## src/logic/i2cto_pkg.sv

```systemverilog
// Shared constants and types for the I2C slave data and time-out block
package i2cto_pkg;
    // Register byte offsets on the APB
    localparam int unsigned APB_AW    = 8;
    localparam logic [7:0]  OFF_DATA  = 8'h00;
    localparam logic [7:0]  OFF_ADDR  = 8'h04;
    localparam logic [7:0]  OFF_CTL0  = 8'h08;
    localparam logic [7:0]  OFF_CTL1  = 8'h0C;
    localparam logic [7:0]  OFF_TOC   = 8'h10;
    // Time-out control fields
    localparam int unsigned TOC_EN    = 7;
    localparam int unsigned TOC_FLAG  = 6;
    localparam int unsigned TOC_SELW  = 6;
    // First control register fields
    localparam int unsigned C0_EN     = 0;
    // Second control register fields
    localparam int unsigned C1_RECEIVED_ACK_STATUS   = 0;
    localparam int unsigned C1_SENT_ACK_BIT   = 1;
    localparam int unsigned C1_SRW    = 2;
    localparam int unsigned C1_HTX    = 3;
    localparam int unsigned C1_BUSY   = 4;
    localparam int unsigned C1_ADDRESS_MATCH_FLAG   = 6;
    // Reset values
    localparam logic [7:0]  DATA_RST  = 8'h00;
    localparam logic [7:0]  ADDR_RST  = 8'h00;
    localparam logic [7:0]  TOC_RST   = 8'h00;
    // Bits per byte and sub-oscillator prescale
    localparam logic [3:0]  BYTE_BITS = 4'h8;
    localparam int unsigned SUB_DIV   = 32;
    localparam int unsigned PRE_W     = $clog2(SUB_DIV);
    // Serial engine states
    typedef enum logic [3:0] {
        ST_IDLE    = 4'b0000,
        ST_ADDR    = 4'b0001,
        ST_ADDR_AK = 4'b0010,
        ST_STRETCH = 4'b0011,
        ST_RX      = 4'b0100,
        ST_RX_AK   = 4'b0101,
        ST_TX      = 4'b0110,
        ST_TX_AK   = 4'b0111,
        ST_WAIT_SP = 4'b1000
    } i2cto_state_t;
endpackage

```

## src/logic/i2cto_to_if.sv

```systemverilog
// Link between serial engine and time-out counter
interface i2cto_to_if;
    import i2cto_pkg::*;
    logic                run;
    logic                clr;
    logic [TOC_SELW-1:0] sel;
    logic                expire;
    modport ctrl (output run, output clr, output sel, input expire);
    modport cnt  (input run, input clr, input sel, output expire);
endinterface

```

## src/logic/i2cto_sync.sv

```systemverilog
// Two flip-flop synchroniser for pin inputs
module i2cto_sync #(
    parameter int unsigned W = 1
) (
    // Clock and reset
    input  wire logic         clk,
    input  wire logic         rst_n,
    // Data
    input  wire logic [W-1:0] d,
    output logic      [W-1:0] q
);
    logic [W-1:0] meta_q;

    // First stage feeds only the second stage
    always_ff @(posedge clk or negedge rst_n) begin
        if (!rst_n) begin
            meta_q <= '0;
            q      <= '0;
        end else begin
            meta_q <= d;
            q      <= meta_q;
        end
    end
endmodule // i2cto_sync

```

## src/logic/i2cto_timeout.sv

```systemverilog
// Bus time-out counter paced by the sub-oscillator divided by 32
module i2cto_timeout (
    // Clock and reset
    input  wire logic  clk,
    input  wire logic  rst_n,
    // Synchronised sub-oscillator level
    input  wire logic  sub_clk_s,
    // Control from the serial engine
    i2cto_to_if.cnt    to
);
    import i2cto_pkg::*;

    logic             sub_prev_q;
    logic [PRE_W-1:0] pre_q;
    logic [TOC_SELW:0] ticks_q;
    logic             expire_q;
    logic             sub_tick;
    logic [TOC_SELW:0] limit;

    assign sub_tick  = sub_clk_s & ~sub_prev_q;
    assign limit     = {1'b0, to.sel} + 7'h01;
    assign to.expire = expire_q;

    // Edge finder on the already synchronised level
    always_ff @(posedge clk or negedge rst_n) begin
        if (!rst_n) sub_prev_q <= 1'b0;
        else        sub_prev_q <= sub_clk_s;
    end

    always_ff @(posedge clk or negedge rst_n) begin
        if (!rst_n) begin
            pre_q   <= '0;
            ticks_q <= '0;
        end else if (!to.run || to.clr) begin
            pre_q   <= '0;
            ticks_q <= '0;
        end else if (sub_tick) begin
            pre_q <= pre_q + 1'b1;
            if (pre_q == PRE_W'(SUB_DIV - 1)) ticks_q <= ticks_q + 1'b1;
        end
    end

    always_ff @(posedge clk or negedge rst_n) begin
        if (!rst_n) expire_q <= 1'b0;
        else        expire_q <= to.run & ~to.clr & ~expire_q & (ticks_q == limit);
    end
endmodule // i2cto_timeout

```

## src/logic/i2cto_top.sv

```systemverilog
// I2C slave byte transfer with bus time-out, APB register access
// Functional notes
// - Bytes are eight bits, sent only after the slave acknowledged its address.
// - Bits shift most significant first, least significant last.
// - When receiving, the slave drives its acknowledge on the ninth clock.
// - Without master acknowledge the transmitting slave releases SDA for STOP.
// - The transmitted byte comes from the data register written by software.
// - Each received byte lands in the data register for software.
// - After address match SCL is held low until software services data.
// - Transmitter uses received-acknowledge status to continue or release SDA.
// - Time-out count starts on START plus match, cleared by SCL fall.
// - Time-out fires when SCL low interval exceeds the selected period.
// - A STOP condition halts time-out counting.
// - On overflow the counter stops, enable clears, flag sets.
// - Time-out raises the same interrupt as the serial bus.
// - Time-out resets serial logic and second control register only.
// - Software clears the time-out flag by writing it.
// - Period is select plus one times 32 sub-oscillator periods.
// - Time-out register: enable bit 7, flag bit 6, select bits 5..0.
// - Read/write bit after the address sets the direction status bit.
module i2cto_top (
    // Clock and reset
    input  wire logic                         MCLK,
    input  wire logic                         RESETN,
    // APB slave
    input  wire logic                         PSEL,
    input  wire logic                         PENABLE,
    input  wire logic                         PWRITE,
    input  wire logic [i2cto_pkg::APB_AW-1:0] PADDR,
    input  wire logic [31:0]                  PWDATA,
    output logic      [31:0]                  PRDATA,
    output logic                              PREADY,
    output logic                              PSLVERR,
    // I2C pins, open drain
    input  wire logic                         SCL_IN,
    output logic                              SCL_OUT,
    output logic                              SCL_OE,
    input  wire logic                         SDA_IN,
    output logic                              SDA_OUT,
    output logic                              SDA_OE,
    // Sub-oscillator clock, sampled as a level
    input  wire logic                         SUB_CLK,
    // Serial bus interrupt pulse
    output logic                              SIM_IRQ
);
    import i2cto_pkg::*;

    // Synchronised pins
    logic [2:0]          pins_s;
    logic                scl_s;
    logic                sda_s;
    logic                sub_s;
    logic                scl_p_q;
    logic                sda_p_q;
    logic                scl_rise;
    logic                scl_fall;
    logic                bus_start;
    logic                bus_stop;

    // Registers
    logic [7:0]          data_q;
    logic [7:0]          addr_q;
    logic                en_q;
    logic                htx_q;
    logic                sent_ack_bit_q;
    logic                received_ack_status_q;
    logic                srw_q;
    logic                address_match_flag_q;
    logic                toc_en_q;
    logic                toc_flag_q;
    logic [TOC_SELW-1:0] toc_sel_q;

    // Serial engine
    i2cto_state_t        state_q;
    logic [7:0]          shift_q;
    logic [3:0]          cnt_q;
    logic                rx_load_q;
    logic                to_run_q;
    logic                scl_oe_q;
    logic                sda_oe_q;
    logic                irq_q;

    // APB
    logic                pready_q;
    logic                pslverr_q;
    logic [31:0]         prdata_q;
    logic                acc;
    logic                wr_en;
    logic                rd_en;
    logic                hit;
    logic [7:0]          rd_val;
    logic                wr_data;
    logic                rd_data;
    logic                to_expire;

    i2cto_to_if to_if ();

    // pins and sub clock synchronised
    // Bus pins pass inverted so the flops' zero reset equals an idle high bus;
    // otherwise a false SCL fall would follow every reset release
    i2cto_sync #(.W(3)) u_sync (
        .clk   (MCLK),
        .rst_n (RESETN),
        .d     ({SUB_CLK, ~SDA_IN, ~SCL_IN}),
        .q     (pins_s)
    );

    assign scl_s = ~pins_s[0];
    assign sda_s = ~pins_s[1];
    assign sub_s = pins_s[2];

    i2cto_timeout u_timeout (
        .clk       (MCLK),
        .rst_n     (RESETN),
        .sub_clk_s (sub_s),
        .to        (to_if.cnt)
    );

    // counting halts outside a matched transfer
    assign to_if.run = to_run_q & toc_en_q;
    // each SCL fall restarts the period
    assign to_if.clr = scl_fall;
    assign to_if.sel = toc_sel_q;
    assign to_expire = to_if.expire;

    // Outputs; open drain pins only ever pull low
    assign SCL_OUT = 1'b0;
    assign SDA_OUT = 1'b0;
    assign SCL_OE  = scl_oe_q;
    assign SDA_OE  = sda_oe_q;
    assign SIM_IRQ = irq_q;
    assign PREADY  = pready_q;
    assign PSLVERR = pslverr_q;
    assign PRDATA  = prdata_q;

    // Previous pin levels for edge and condition finding
    always_ff @(posedge MCLK or negedge RESETN) begin
        if (!RESETN) begin
            scl_p_q <= 1'b1;
            sda_p_q <= 1'b1;
        end else begin
            scl_p_q <= scl_s;
            sda_p_q <= sda_s;
        end
    end

    assign scl_rise  = scl_s & ~scl_p_q;
    assign scl_fall  = ~scl_s & scl_p_q;
    assign bus_start = scl_s & scl_p_q & sda_p_q & ~sda_s;
    assign bus_stop  = scl_s & scl_p_q & ~sda_p_q & sda_s;

    // APB decode; access completes in the first access cycle
    assign acc     = PSEL & PENABLE & pready_q;
    assign wr_en   = acc & PWRITE & hit;
    assign rd_en   = acc & ~PWRITE & hit;
    assign wr_data = wr_en & (PADDR == OFF_DATA);
    assign rd_data = rd_en & (PADDR == OFF_DATA);

    // Read multiplexer; reserved bits read zero
    always_comb begin
        hit    = 1'b1;
        rd_val = 8'h00;
        case (PADDR)
            OFF_DATA: rd_val = data_q;
            OFF_ADDR: rd_val = addr_q;
            OFF_CTL0: rd_val[C0_EN] = en_q;
            OFF_CTL1: begin
                rd_val[C1_RECEIVED_ACK_STATUS] = received_ack_status_q;
                rd_val[C1_SENT_ACK_BIT] = sent_ack_bit_q;
                rd_val[C1_SRW]  = srw_q;
                rd_val[C1_HTX]  = htx_q;
                rd_val[C1_BUSY] = (state_q != ST_IDLE);
                rd_val[C1_ADDRESS_MATCH_FLAG] = address_match_flag_q;
            end
            OFF_TOC: rd_val = {toc_en_q, toc_flag_q, toc_sel_q};
            default: hit = 1'b0;
        endcase
    end

    // Ready, error and read data registered at the setup cycle
    always_ff @(posedge MCLK or negedge RESETN) begin
        if (!RESETN) begin
            pready_q  <= 1'b0;
            pslverr_q <= 1'b0;
            prdata_q  <= 32'h0000_0000;
        end else begin
            pready_q  <= PSEL & ~PENABLE;
            pslverr_q <= PSEL & ~PENABLE & ~hit;
            prdata_q  <= (PSEL & ~PENABLE & ~PWRITE) ? {24'h00_0000, rd_val} : 32'h0000_0000;
        end
    end

    // Address and enable keep their value through a time-out
    always_ff @(posedge MCLK or negedge RESETN) begin
        if (!RESETN) begin
            addr_q <= ADDR_RST;
            en_q   <= 1'b0;
        end else if (wr_en) begin
            if (PADDR == OFF_ADDR) addr_q <= PWDATA[7:0];
            if (PADDR == OFF_CTL0) en_q <= PWDATA[C0_EN];
        end
    end

    // Data register shared by software and receiver
    always_ff @(posedge MCLK or negedge RESETN) begin
        if (!RESETN) begin
            data_q <= DATA_RST;
        end else if (rx_load_q) begin
            data_q <= shift_q;
        end else if (wr_data) begin
            data_q <= PWDATA[7:0];
        end
    end

    // Writable bits of the second control register
    always_ff @(posedge MCLK or negedge RESETN) begin
        if (!RESETN) begin
            htx_q  <= 1'b0;
            sent_ack_bit_q <= 1'b0;
        end else if (to_expire) begin
            htx_q  <= 1'b0;
            sent_ack_bit_q <= 1'b0;
        end else if (wr_en && PADDR == OFF_CTL1) begin
            htx_q  <= PWDATA[C1_HTX];
            sent_ack_bit_q <= PWDATA[C1_SENT_ACK_BIT];
        end
    end

    // Time-out register; hardware set wins over software clear
    always_ff @(posedge MCLK or negedge RESETN) begin
        if (!RESETN) begin
            {toc_en_q, toc_flag_q, toc_sel_q} <= TOC_RST;
        end else begin
            if (wr_en && PADDR == OFF_TOC) begin
                toc_en_q   <= PWDATA[TOC_EN];
                toc_flag_q <= PWDATA[TOC_FLAG];
                toc_sel_q  <= PWDATA[TOC_SELW-1:0];
            end
            if (to_expire) begin
                toc_en_q   <= 1'b0;
                toc_flag_q <= 1'b1;
            end
        end
    end

    // Serial engine: sample on SCL rise, change SDA after SCL fall
    always_ff @(posedge MCLK or negedge RESETN) begin
        if (!RESETN) begin
            state_q   <= ST_IDLE;
            shift_q   <= 8'h00;
            cnt_q     <= 4'h0;
            rx_load_q <= 1'b0;
            to_run_q  <= 1'b0;
            scl_oe_q  <= 1'b0;
            sda_oe_q  <= 1'b0;
            received_ack_status_q    <= 1'b0;
            srw_q     <= 1'b0;
            address_match_flag_q    <= 1'b0;
            irq_q     <= 1'b0;
        end else begin
            rx_load_q <= 1'b0;
            irq_q     <= 1'b0;
            if (to_expire) begin
                state_q  <= ST_IDLE;
                to_run_q <= 1'b0;
                scl_oe_q <= 1'b0;
                sda_oe_q <= 1'b0;
                received_ack_status_q   <= 1'b0;
                srw_q    <= 1'b0;
                address_match_flag_q   <= 1'b0;
                irq_q    <= 1'b1;
            end else if (!en_q || bus_stop) begin
                state_q  <= ST_IDLE;
                to_run_q <= 1'b0;
                scl_oe_q <= 1'b0;
                sda_oe_q <= 1'b0;
                address_match_flag_q   <= 1'b0;
            end else if (bus_start) begin
                state_q  <= ST_ADDR;
                cnt_q    <= 4'h0;
                to_run_q <= 1'b0;
                scl_oe_q <= 1'b0;
                sda_oe_q <= 1'b0;
                address_match_flag_q   <= 1'b0;
            end else begin
                case (state_q)
                    ST_ADDR: begin
                        if (scl_rise) begin
                            shift_q <= {shift_q[6:0], sda_s};
                            cnt_q   <= cnt_q + 4'h1;
                        end else if (scl_fall && cnt_q == BYTE_BITS) begin
                            if (shift_q[7:1] == addr_q[7:1]) begin
                                srw_q    <= shift_q[0];
                                address_match_flag_q   <= 1'b1;
                                sda_oe_q <= 1'b1;
                                to_run_q <= 1'b1;
                                irq_q    <= 1'b1;
                                state_q  <= ST_ADDR_AK;
                            end else begin
                                state_q <= ST_IDLE;
                            end
                        end
                    end
                    ST_ADDR_AK: begin
                        if (scl_fall) begin
                            sda_oe_q <= 1'b0;
                            scl_oe_q <= 1'b1;
                            state_q  <= ST_STRETCH;
                        end
                    end
                    ST_STRETCH: begin
                        if (htx_q && wr_data) begin
                            shift_q  <= PWDATA[7:0];
                            sda_oe_q <= ~PWDATA[7];
                            scl_oe_q <= 1'b0;
                            cnt_q    <= 4'h0;
                            state_q  <= ST_TX;
                        end else if (!htx_q && rd_data) begin
                            scl_oe_q <= 1'b0;
                            cnt_q    <= 4'h0;
                            state_q  <= ST_RX;
                        end
                    end
                    ST_RX: begin
                        if (scl_rise) begin
                            shift_q <= {shift_q[6:0], sda_s};
                            cnt_q   <= cnt_q + 4'h1;
                        end else if (scl_fall && cnt_q == BYTE_BITS) begin
                            rx_load_q <= 1'b1;
                            sda_oe_q  <= ~sent_ack_bit_q;
                            irq_q     <= 1'b1;
                            state_q   <= ST_RX_AK;
                        end
                    end
                    ST_RX_AK: begin
                        if (scl_fall) begin
                            sda_oe_q <= 1'b0;
                            scl_oe_q <= 1'b1;
                            state_q  <= ST_STRETCH;
                        end
                    end
                    ST_TX: begin
                        if (scl_rise) begin
                            cnt_q <= cnt_q + 4'h1;
                        end else if (scl_fall) begin
                            if (cnt_q == BYTE_BITS) begin
                                sda_oe_q <= 1'b0;
                                state_q  <= ST_TX_AK;
                            end else begin
                                shift_q  <= {shift_q[6:0], 1'b0};
                                sda_oe_q <= ~shift_q[6];
                            end
                        end
                    end
                    ST_TX_AK: begin
                        if (scl_rise) begin
                            received_ack_status_q <= sda_s;
                        end else if (scl_fall) begin
                            irq_q <= 1'b1;
                            if (!received_ack_status_q) begin
                                scl_oe_q <= 1'b1;
                                state_q  <= ST_STRETCH;
                            end else begin
                                sda_oe_q <= 1'b0;
                                state_q  <= ST_WAIT_SP;
                            end
                        end
                    end
                    ST_WAIT_SP: begin
                        sda_oe_q <= 1'b0;
                    end
                    default: begin
                        state_q <= ST_IDLE;
                    end
                endcase
            end
        end
    end
endmodule // i2cto_top

```

## config.mk

```make
export PLATFORM = sky130hd
export DESIGN_NAME = i2cto_top
export DESIGN_NICKNAME = d
export VERILOG_FILES = /design/src/logic/i2cto_pkg.sv /design/src/logic/i2cto_to_if.sv /design/src/logic/i2cto_sync.sv /design/src/logic/i2cto_timeout.sv /design/src/logic/i2cto_top.sv
export SDC_FILE = /design/constraint.sdc
export NUM_CORES = 1
export LEC_CHECK = 0
export BUFFER_PORTS_ARGS = -buffer_cell sky130_fd_sc_hd__clkbuf_2
export CORE_MARGIN = 2
export CORE_UTILIZATION = 45
export CTS_CLUSTER_SIZE = 8
export DETAILED_ROUTE_END_ITERATION = 12
export MAX_ROUTING_LAYER = met4
export PLACE_DENSITY = 0.67
export RECOVER_POWER = 25
export SLEW_MARGIN = 20
export SYNTH_ARGS = -nofsm -noshare
export SYNTH_HDL_FRONTEND = slang
export SYNTH_SLANG_ARGS = --single-unit
```

## constraint.sdc

```tcl
create_clock -name MCLK -period 4.79 [get_ports MCLK]
set_clock_uncertainty 0.05 [all_clocks]
set_input_delay 0 -clock MCLK [delete_from_list [all_inputs] [get_ports MCLK]]
set_output_delay 0 -clock MCLK [all_outputs]
set_load 0.1 [all_outputs]
```

==> results.cfg <==
[final_layout]
multiInputGateArea_um2 = 2410
drive_gt1_share_pct = 18.7
final_core_util_pct = 50.9
fin_nets = 568
seq_area_um2 = 2050
diodes = 0
syn_to_final_growth_pct = 10.1
fillers = 987

[route]
dr.pass1.iters = 5
vias = 3613
drt_iter0_drc = 256
drc = 0
wl_per_cell_um = 16.9
drt-total-wl_um = 11100
viasPerCell = 5.52
drtAntennaViolNets = 0

[die]
die_width_um = 107
die_h_um = 107
rows = 37
boundaryPins = 87
die_area_um2 = 11400
core_area_um2 = 10300
start_util_pct = 46.3

[logic_synthesis]
synth-warning-count = 0
synth_area_um2 = 4750
ys_ff_latch = 82
synth-main-ff-cell = dfrtp_1
ys_types = 71
synth_common_cells = 80 x dfrtp_1, 45 x nand2_1, 36 x nor2_1, 27 x buf_4
async_reset_ff_share_pct = 100
yosysMostFrequentCell = dfrtp_1
synth.area.top_cells = dfrtp_1 42%, mux2_2 5.9%, buf_4 4.3%, mux2i_1 3.6%, nand2_1 3.6%
synth_top_cell_area_share_pct = 42.1
synth_edf_count = 0
synth_cells = 476
synth_top_area_cell = dfrtp_1
avgSynthCellArea_um2 = 9.99
ys_seq_area_share_pct = 43.2

[outcome]
status = completed

[grt]
grt_pass1_vias = 3606
grt_max_degree = 83
gr-total-overflow = 0
grt_pass1_wl_um = 18200
grt_usage_pct = 21.3
antenna_found_initial = 0

[sta]
tightest_slew_ps = 764
fin_tns_setup_ps = 0
finalCriticalPeriod_ps = 2770
maxSlewHeadroom_pct = 49.0
grt_setup_unrepaired = false
post-route-period-util_pct = 57.9
slew_violations = 0
hold_viol_final = 0
finalSetupViolCount = 0
max_freq_mhz = 360

[worst_setup_path]
r2r-end = shift_q[5]$_DFFE_PN0P_
reg2reg_depth = 4
cp-start-kind = flop
r2r_slack_ps = 2020
critPathMaxStageDelay_ps = 810
crit_type = reg2reg
worstPathArrival_ps = 2970
slowest_stage = dfrtp_1
cp-end-kind = flop
reg2reg_from = state_q[0]$_DFFE_PN0P_
cp.required_ps = 4990
worstPathCellList = or3b_2 -> a21oi_2 -> mux2_2 -> mux2_4
cp_max_fo = 24

[placement]
gp_congestion = 0.847
port_buffers = 36
dp_hpwl_um = 7840

[worst_hold_path]
worstHoldEndpoint = PSLVERR$_DFF_PN0_
hold_depth = 4
min_from = PADDR[7]
hp-class = in2reg

[clock_tree]
clk_latency_ps = 370
htreeDepth = 3
cts_buffer_depth = 2
postCtsSetupBuffers = 0
cts-root-buf = clkbuf_8
clock_sinks = 82
cts.clk_slew.worst_paths_ps = 90
numCtsBuffers = 9
cts_tree = yes

[pwr]
p_leak_nw = 2.36
ir_drop_uv = 131
power_density_nw_per_um2 = 263

[run]
max_cap_viol_count = 0
[cells in the final DEF, fill, tap and decap left out, types with 14 or more instances in the layout]
master          n
a21oi_1        23
clkbuf_2       34
conb_1         26
dfrtp_1        80
dlygate4sd3_1  16
inv_1          14
mux2_2         25
mux2i_1        17
nand2_1        45
nor2_1         36
o21ai_0        22
xnor2_1        14
[sequential cells by signal, summed over array words and instances (netlist names), 3 cells and up]
| register | cells |
|---|---|
| PRDATA | 8 |
| addr_q | 8 |
| data_q | 8 |
| shift_q | 8 |
| u_timeout.ticks_q | 7 |
| to_if.sel | 6 |
| u_timeout.pre_q | 5 |
| cnt_q | 4 |
| state_q | 4 |
| u_sync.meta_q | 3 |
| u_sync.q | 3 |
[how the worst max path moves through the flow]
stage          cells past startpoint                      to                    from
3_5_place_dp                       4  shift_q[5]$_DFFE_PN0P_  state_q[0]$_DFFE_PN0P_
2_1_floorplan                      7  shift_q[0]$_DFFE_PN0P_        PREADY$_DFF_PN0_
5_1_grt                            6  shift_q[5]$_DFFE_PN0P_  state_q[0]$_DFFE_PN0P_
4_1_cts                            4  shift_q[5]$_DFFE_PN0P_  state_q[0]$_DFFE_PN0P_
3_3_place_gp                       4  shift_q[4]$_DFFE_PN0P_  state_q[0]$_DFFE_PN0P_
6_report                           4  shift_q[5]$_DFFE_PN0P_  state_q[0]$_DFFE_PN0P_
[metal layers]
metal | routed length [µm] | part of all wire [%] | up-vias | track usage, %
li1 | - | - | 1719 | -
met1 | 4870 | 44 | 1796 | 25.9
met2 | 5560 | 50 | 78 | 35.2
met3 | 394 | 3.6 | 20 | 3.10
met4 | 250 | 2.3 | 0 | 9.74
met5 | 0 | 0 | - | -
[final cells by class]
| class | count | area share, % |
|---|---|---|
| clock buffers | 10 | 2.44 |
| clock inverters | 6 | 1.29 |
| inverters | 14 | 1.00 |
| multi-input cells | 355 | 46.2 |
| flip-flops and latches | 82 | 39.3 |
| well taps | 136 | 3.25 |
| repair buffers | 52 | 6.60 |
[report_power, final]
part | switching, mW | internal [mW] | leakage (nW)
clock network | 0.268 | 0.242 | 0.0925
logic | 0.135 | 0.0275 | 1.16
registers | 0.00545 | 0.698 | 1.10
[logic make-up (layout without fill, tap and decap cells)]
logic type               count (synthesis)  after routing  share of synthesized area [%]
adder cells (fa/ha/maj)                  6              6                           1.58
flip-flops                              82             82                           43.2
AND/OR/NAND/NOR                        154            154                           17.0
XOR/XNOR                                26             26                           4.79
other                                    1             26                         0.0789
multiplexers                            50             50                           12.0
buffers and inverters                   64             82                           8.11
AO/OA/AOI/OAI                           93             93                           13.2
[critical path, delay by kind of cell, from the launching register on]
family | cells | cell delay [ps]
flops | 1 | 810
mux | 2 | 680
compound gates | 1 | 590
simple gates | 1 | 510
[stage by stage]
step                      cell area, µm²  hold WS [ps]  total power [mW]  cells  setup WS [ps]
after CTS                           5230          22.5              1.39    655           2020
after floorplan                     4850          -346             0.850    501           2080
after global placement              4870          61.6             0.869    623           1730
final                               5230          31.6              1.38    655           2020
after detailed placement            4870          60.1             0.870    623           2060
after global routing                5230          57.7              1.42    655           1850
[timing repair]
action,CTS,global route
resized for setup,0,0
endpoints found under the hold margin,117,0
setup endpoints to repair,0,0
hold buffers,16,0
Note: power is estimated with default switching activity, not from simulation.
